<file path="config.mk">
export PLATFORM = sky130hd
export DESIGN_NAME = rss_datapath
export DESIGN_NICKNAME = d
export VERILOG_FILES = /design/src/hw/rss_pkg.sv /design/src/hw/rss_datapath.sv
export SDC_FILE = /design/constraint.sdc
export NUM_CORES = 1
export LEC_CHECK = 0
export BUFFER_PORTS_ARGS = -buffer_cell sky130_fd_sc_hd__buf_4
export CAP_MARGIN = 20
export CORE_ASPECT_RATIO = 0.8
export CORE_UTILIZATION = 33
export DETAILED_ROUTE_END_ITERATION = 6
export GPL_ROUTABILITY_DRIVEN = 0
export SLEW_MARGIN = 0
export SYNTH_ARGS = -nofsm -noshare
export SYNTH_HDL_FRONTEND = slang
export SYNTH_SLANG_ARGS = --single-unit
export TNS_END_PERCENT = 20
</file>
<file path="constraint.sdc">
create_clock -name clk_sys -period 3.28 [get_ports clk_sys]
set_clock_uncertainty 0.2 [all_clocks]
set_input_delay 0.656 -clock clk_sys [delete_from_list [all_inputs] [get_ports clk_sys]]
set_output_delay 0.656 -clock clk_sys [all_outputs]
set_load 0.1 [all_outputs]
</file>
<file path="src/hw/rss_pkg.sv">
// package: opcodes, flag layout and constants for the rotate/subtract/skip/set datapath
package rss_pkg;

    localparam int RSS_DATA_W = 8;

    // flag bit positions inside the flag vector
    localparam int RSS_FLAG_C  = 0;
    localparam int RSS_FLAG_AC = 1;
    localparam int RSS_FLAG_Z  = 2;
    localparam int RSS_FLAG_OV = 3;
    localparam int RSS_FLAG_SC = 4;
    localparam int RSS_FLAG_CZ = 5;
    localparam int RSS_FLAG_W  = 6;

    // reset values and other constants
    localparam logic [7:0] RSS_ACC_RST   = 8'h00;
    localparam logic [5:0] RSS_FLAGS_RST = 6'h00;
    localparam logic [7:0] RSS_SET_BYTE  = 8'hFF;
    localparam logic [7:0] RSS_ONE       = 8'h01;
    localparam logic [7:0] RSS_ZERO      = 8'h00;

    // operation selects from the instruction decoder
    typedef enum logic [2:0] {
        RSS_OP_NOP,
        RSS_OP_ROTATE_RIGHT_CARRY_INTO_ACC,
        RSS_OP_SUBTRACT_BORROW_INTO_ACC,
        RSS_OP_SUBTRACT_BORROW_INTO_MEMORY,
        RSS_OP_DECREMENT_SKIP_ZERO_MEMORY,
        RSS_OP_DECREMENT_SKIP_ZERO_ACC,
        RSS_OP_SET_BYTE,
        RSS_OP_SET_BIT
    } rss_op_t;

    // one issued instruction
    typedef struct packed {
        rss_op_t    op;
        logic [2:0] bit_sel;
        logic [7:0] mem_data;
    } rss_req_t;

    // data memory write-back
    typedef struct packed {
        logic       we;
        logic [7:0] data;
    } rss_mem_wr_t;

endpackage

</file>
<file path="src/hw/rss_datapath.sv">
// execution datapath for the rotate, subtract-with-borrow, decrement-skip and set group
`timescale 1ns/1ps

module rss_datapath
    import rss_pkg::*;
(
    // clock and reset
    input  wire logic                 clk_sys,
    input  wire logic                 reset,
    // instruction issue
    input  wire logic                 issue_valid,
    input  rss_pkg::rss_req_t         issue_req,
    // results
    output rss_pkg::rss_mem_wr_t      mem_wr,
    output logic [7:0]                accumulator,
    output logic [5:0]                flags,
    output logic                      skip_dummy
);
    import rss_pkg::*;

    // ----------------------------------------------------------------
    // helpers
    // ----------------------------------------------------------------

    function automatic logic [7:0] rotate_right_fn(
        input logic [7:0] v,
        input logic       c
    );
        return {c, v[7:1]};
    endfunction

    function automatic logic [8:0] sub_borrow_fn(
        input logic [7:0] a,
        input logic [7:0] b,
        input logic       c
    );
        return {1'b0, a} - {1'b0, b} - {8'h00, ~c};
    endfunction

    // low nibble only, bit 4 is the half borrow
    function automatic logic [4:0] nibble_sub_fn(
        input logic [3:0] a,
        input logic [3:0] b,
        input logic       c
    );
        return {1'b0, a} - {1'b0, b} - {4'h0, ~c};
    endfunction

    function automatic logic sub_ovf_fn(
        input logic [7:0] a,
        input logic [7:0] b,
        input logic [7:0] r
    );
        return (a[7] ^ b[7]) & (a[7] ^ r[7]);
    endfunction

    // shared by the zero flag and both skip tests
    function automatic logic is_zero_fn(
        input logic [7:0] v
    );
        return (v == RSS_ZERO);
    endfunction

    function automatic logic [7:0] decrement_fn(
        input logic [7:0] v
    );
        return v - RSS_ONE;
    endfunction

    function automatic logic [7:0] set_bit_fn(
        input logic [7:0] v,
        input logic [2:0] i
    );
        logic [7:0] r;
        r    = v;
        r[i] = 1'b1;
        return r;
    endfunction

    // positions come from the package, so the layout can move in one place
    function automatic logic [RSS_FLAG_W-1:0] pack_flags_fn(
        input logic c,
        input logic ac,
        input logic z,
        input logic ov,
        input logic sc,
        input logic cz
    );
        logic [RSS_FLAG_W-1:0] f;
        f              = '0;
        f[RSS_FLAG_C]  = c;
        f[RSS_FLAG_AC] = ac;
        f[RSS_FLAG_Z]  = z;
        f[RSS_FLAG_OV] = ov;
        f[RSS_FLAG_SC] = sc;
        f[RSS_FLAG_CZ] = cz;
        return f;
    endfunction

    // ----------------------------------------------------------------
    // state
    // ----------------------------------------------------------------
    logic [RSS_DATA_W-1:0] acc_q;
    logic [RSS_DATA_W-1:0] acc_d;
    logic [RSS_FLAG_W-1:0] flags_q;
    logic [RSS_FLAG_W-1:0] flags_d;
    rss_mem_wr_t           mem_q;
    rss_mem_wr_t           mem_d;
    logic                  skip_q;
    logic                  skip_d;

    // ----------------------------------------------------------------
    // operation decode
    // ----------------------------------------------------------------
    // dummy cycle drops issue
    wire       go          = issue_valid & ~skip_q;
    wire       is_rot      = (issue_req.op == RSS_OP_ROTATE_RIGHT_CARRY_INTO_ACC);
    wire       is_sub_acc  = (issue_req.op == RSS_OP_SUBTRACT_BORROW_INTO_ACC);
    wire       is_sub_mem  = (issue_req.op == RSS_OP_SUBTRACT_BORROW_INTO_MEMORY);
    wire       is_dec_mem  = (issue_req.op == RSS_OP_DECREMENT_SKIP_ZERO_MEMORY);
    wire       is_dec_acc  = (issue_req.op == RSS_OP_DECREMENT_SKIP_ZERO_ACC);
    wire       is_set_byte = (issue_req.op == RSS_OP_SET_BYTE);
    wire       is_set_bit  = (issue_req.op == RSS_OP_SET_BIT);

    // qualified strobes, one per operation
    wire       do_rot      = go & is_rot;
    wire       do_sub_acc  = go & is_sub_acc;
    wire       do_sub_mem  = go & is_sub_mem;
    wire       do_sub      = do_sub_acc | do_sub_mem;
    wire       do_dec_mem  = go & is_dec_mem;
    wire       do_dec_acc  = go & is_dec_acc;
    wire       do_dec      = do_dec_mem | do_dec_acc;
    wire       do_set_byte = go & is_set_byte;
    wire       do_set_bit  = go & is_set_bit;

    // ----------------------------------------------------------------
    // operands
    // ----------------------------------------------------------------
    wire [7:0] m           = issue_req.mem_data;
    wire [2:0] bit_sel     = issue_req.bit_sel;
    wire       c_in        = flags_q[RSS_FLAG_C];
    wire [3:0] acc_lo      = acc_q[3:0];
    wire [3:0] m_lo        = m[3:0];

    // ----------------------------------------------------------------
    // rotate
    // ----------------------------------------------------------------
    // old carry on top
    wire [7:0] rot_res     = rotate_right_fn(m, c_in);
    wire       rot_c       = m[0];

    // ----------------------------------------------------------------
    // subtract with borrow
    // ----------------------------------------------------------------
    // inverted carry borrows
    wire [8:0] sub_full    = sub_borrow_fn(acc_q, m, c_in);
    wire [4:0] sub_low     = nibble_sub_fn(acc_lo, m_lo, c_in);
    wire [7:0] sub_res     = sub_full[7:0];
    wire       sub_c       = ~sub_full[8];
    wire       sub_ac      = ~sub_low[4];
    wire       sub_z       = is_zero_fn(sub_res);
    wire       sub_ov      = sub_ovf_fn(acc_q, m, sub_res);
    // no chaining: sc follows z, cz follows c
    wire       sub_sc      = sub_z;
    wire       sub_cz      = sub_c;

    // ----------------------------------------------------------------
    // decrement and skip
    // ----------------------------------------------------------------
    // one shared decrementer
    wire [7:0] dec_res     = decrement_fn(m);
    wire       dec_zero    = is_zero_fn(dec_res);

    // ----------------------------------------------------------------
    // set byte and set bit
    // ----------------------------------------------------------------
    // all bits high
    wire [7:0] set_byte_res = RSS_SET_BYTE;
    wire [7:0] set_bit_res  = set_bit_fn(m, bit_sel);

    // ----------------------------------------------------------------
    // accumulator next value
    // ----------------------------------------------------------------
    // accumulator writers
    wire       acc_wr      = do_rot | do_sub_acc | do_dec_acc;
    wire [7:0] acc_new     = do_rot     ? rot_res :
                             do_sub_acc ? sub_res :
                                          dec_res;
    assign acc_d = acc_wr ? acc_new : acc_q;

    // ----------------------------------------------------------------
    // memory write-back
    // ----------------------------------------------------------------
    // memory writers
    wire       mem_we_new  = do_sub_mem | do_dec_mem | do_set_byte | do_set_bit;
    wire [7:0] mem_data_new = do_sub_mem  ? sub_res      :
                              do_dec_mem  ? dec_res      :
                              do_set_byte ? set_byte_res :
                              do_set_bit  ? set_bit_res  :
                                            RSS_ZERO;
    assign mem_d = '{we: mem_we_new, data: mem_data_new};

    // ----------------------------------------------------------------
    // flag next value
    // ----------------------------------------------------------------
    // rotate changes carry
    wire       c_next      = do_rot ? rot_c :
                             do_sub ? sub_c :
                                      flags_q[RSS_FLAG_C];
    wire       ac_next     = do_sub ? sub_ac : flags_q[RSS_FLAG_AC];
    wire       z_next      = do_sub ? sub_z  : flags_q[RSS_FLAG_Z];
    wire       ov_next     = do_sub ? sub_ov : flags_q[RSS_FLAG_OV];
    wire       sc_next     = do_sub ? sub_sc : flags_q[RSS_FLAG_SC];
    wire       cz_next     = do_sub ? sub_cz : flags_q[RSS_FLAG_CZ];
    assign flags_d = pack_flags_fn(
        c_next,
        ac_next,
        z_next,
        ov_next,
        sc_next,
        cz_next
    );

    // ----------------------------------------------------------------
    // skip control
    // ----------------------------------------------------------------
    // skip on zero
    assign skip_d = do_dec & dec_zero;

    // ----------------------------------------------------------------
    // accumulator register
    // ----------------------------------------------------------------
    always_ff @(posedge clk_sys) begin
        if (reset) begin
            acc_q <= RSS_ACC_RST;
        end else begin
            acc_q <= acc_d;
        end
    end

    // ----------------------------------------------------------------
    // flag register
    // ----------------------------------------------------------------
    always_ff @(posedge clk_sys) begin
        if (reset) begin
            flags_q <= RSS_FLAGS_RST;
        end else begin
            flags_q <= flags_d;
        end
    end

    // ----------------------------------------------------------------
    // write-back register
    // ----------------------------------------------------------------
    // strobe lasts one cycle, data zero between writes
    always_ff @(posedge clk_sys) begin
        if (reset) begin
            mem_q <= '0;
        end else begin
            mem_q <= mem_d;
        end
    end

    // ----------------------------------------------------------------
    // skip register
    // ----------------------------------------------------------------
    // one dummy cycle
    always_ff @(posedge clk_sys) begin
        if (reset) begin
            skip_q <= 1'b0;
        end else begin
            skip_q <= skip_d;
        end
    end

    // ----------------------------------------------------------------
    // outputs
    // ----------------------------------------------------------------
    assign accumulator = acc_q;
    assign flags       = flags_q;
    assign mem_wr      = mem_q;
    assign skip_dummy  = skip_q;

endmodule

</file>
==> results.md <==
- Critical path class: in2reg
- P&R area growth vs syn: 17.56%
- Synth top area cells: dfxtp_1 23%, ha_1 10%, inv_1 5.3%, nor2_1 3.8%, xnor2_1 3.5%
- Starting density of the core: 0.3541
- Reg clk slew, reported paths: approximately 80 ps
- DRC viols: 0
- Sequential fraction of the synthesis area: 0.2316
- CP max stage delay: about 560 ps
- Post-synth EDFFs: 0
- Yosys top cell by area: dfxtp_1
- Most frequent cell after synthesis: inv_1
- Power per standard cell area: between 300 and 400 nW/um^2
- Peak supply drop: 0.2118 mV
- CTS Hold Bufs: 0
- Top_reg_cell synth: dfxtp_1
- Startpoint types: input pin
- Yosys warns: 0
- Worst EP arrival: 2870 ps
- Share of the synthesized area in the top cell type: 0.2316
- Initial antenna violation count: 0
- Worst reg2reg endpoint: flags[4]
- CP endpoint kind: flip-flop
- Top post-synthesis cells by count: 28 x inv_1, 23 x dfxtp_1, 20 x nor2_1
- Syn Area/Cell: approximately 8.5 um^2
- First DRT Iteration DRCs: approximately 180
- Slew HR: 0.6214
- Post-CTS Setup Repair Bufs: 0
- Worst EP required: roughly 3300 ps
- CP Cell Sequence: buf_4 -> fa_1 -> inv_1 -> ha_1 -> o21ai_0 -> a221oi_1 -> a211oi_4 -> a221oi_1 -> a211oi_1
- Fmax: between 300 and 400 MHz
- Final ANT Viol Nets: 0
- Root buf cell: clkbuf_8
- Clk buf depth: 2
- NumNets Final: between 300 and 400
- CTS tree: done
- Std cell rows: 24
- Final setup violation count: 0
- Seq cells post-synth: 23
- Crit path top cell by count: a221oi_1
- Unrepaired setup endpoints after global routing: false
- Placed inst area: roughly 2300 um^2
- Final-layout fill cell count: 589
- Cell area after layout: between 2000 and 2500 um^2
- Slew @ Worst Pin: between 500 and 600 ps
- Die X: approximately 90 um
- # clock sinks: 23
- Htree depth: 1
- Wire per inst: around 16 um
- FF-to-FF path depth: 9
- Total number of vias: a little under 2000
- Hold path depth: 2
- Global-route wire length before repair: 9.308 mm
- Final period util: 0.8776
- Core Region: roughly 5600 um^2
- Io pins: 41
- Largest net degree at the start of global routing: 29
- Status: completed
- Mapped Nets: roughly 270
- Post-synthesis cell count: 233
- Worst skew pair latency: between 200 and 300 ps
- Overflow left after global routing: 0
- Mapped Area: 1988 um^2
- Critical Path Slowest Stage Cell: fa_1
- Hold Crit Class: reg2reg
- Bufs and invs on worst path: 2
- Routed wire length: 5.628 mm
- CTS buffer count: 3
- Final Slew Violations: 0
- Die ar.: 6341 um^2
- Post-synth ARST share: 0
- Hold Path Sink: flags[5]
- Vias per cell: roughly 5.6
- N_diodes: 0
- R2R setup slack: approximately 500 ps
- IO Port Bufs: 40
- Crit Path Max Fanout: 6
- Gr usage total: 0.1945
- Cell family with most CP delay: compound AO/OA/AOI/OAI gates
- Worst r2r src: flags[0]
- Die height: ~71 um
- Leakage: 0.9667 nW
- Distinct cell type count after synthesis: 57
- First-pass DRT Iterations: 5
- Setup TNS: 0 ps
- DP HPWL: 4.383 mm
- Vias in the first global route: around 1900
- Post-cts resize count: 0
- Hold_sp: flags[5]
- Final Hold Viols: 0
- Max_cap viols: 0
- Tmin final: between 2000 and 3000 ps
- Share of layout cells above drive strength 1: 0.2082
sequential cells by signal, indices dropped and copies added, names as in the netlist:
| signal | count |
|---|---|
| mem_wr | 9 |
| skip_dummy | 1 |
| flags | 5 |
| accumulator | 8 |
tightest hold or removal path, stage by stage (launching register included):
cell	delay [ps]
dfxtp_1	320
nand3b_1	80
o31ai_1	60
placed cells by master (no fill, tap or decap), types with 4 or more instances in the layout:
cell      instances
a21oi_1          13
a221oi_1          7
a31oi_1           5
buf_4            42
dfxtp_1          23
ha_1             16
inv_1            28
nand2_1           9
nand3_1           7
nand3b_1          6
nor2_1           20
nor3_1            5
o21ai_0          12
o22ai_1           4
xnor2_1           8
xor2_1            4
final cells by class:
class	count	area [um^2]	share of cell area
multi-input cells	172	1314	0.5621
flip-flops and latches	23	460.4	0.1970
repair buffers	42	315.3	0.1349
inverters	28	105.1	0.04497
clock buffers	4	45.04	0.01927
well taps	78	97.59	0.04176
metrics by stage:
stage / instances / util / hold WS, ps / power (mW) / worst slack (ps)
finish: 347 / 0.4162 / 289.5 / 0.9324 / 401.3
global route: 347 / 0.4162 / 307.2 / 0.9941 / 279.3
CTS: 347 / 0.4162 / 293.7 / 0.9414 / 444.9
detailed placement: 343 / 0.4082 / 278.2 / 0.7485 / 162.9
global placement: 343 / 0.4082 / 272.1 / 0.7484 / 174.9
floorplan: 233 / - / 656.2 / 0.6480 / 21.44
report_power, final:
part	switching, mW	internal, mW	leakage (nW)	total, mW
Combinational	0.304	0.140	0.756	0.444
Sequential	0.00920	0.294	0.188	0.303
Clock	0.0979	0.0871	0.0228	0.185
Total	0.411	0.521	0.967	0.932
how the worst max path moves through the flow:
stage                         startpoint              to  slack (ps)  depth (start not counted)
after detailed placement    issue_req[0]  accumulator[7]         160                          9
after global placement      issue_req[0]  accumulator[3]         170                          9
after global routing        issue_req[0]  accumulator[3]         280                          9
after CTS                   issue_req[0]  accumulator[7]         440                          9
after floorplan           accumulator[0]        flags[4]          20                          9
final                       issue_req[0]  accumulator[7]         400                          9
cells by family after synthesis:
group / after synthesis / share of synthesized area
buf+inv: 38 / 0.1076
simple gates: 72 / 0.2234
xor+xnor: 12 / 0.05286
flops: 23 / 0.2316
compound gates: 69 / 0.2587
mux: 1 / 0.005035
fa+ha+maj: 18 / 0.1208
routing by layer:
layer	vias to the layer above	routed length [um]	track usage
met5	-	0	0
met2	114	2315	0.2761
met1	901	2624	0.2882
li1	924	-	-
met4	0	100	0.06631
met3	11	588	0.04147
No activity file was read; power rests on OpenSTA's default activity.
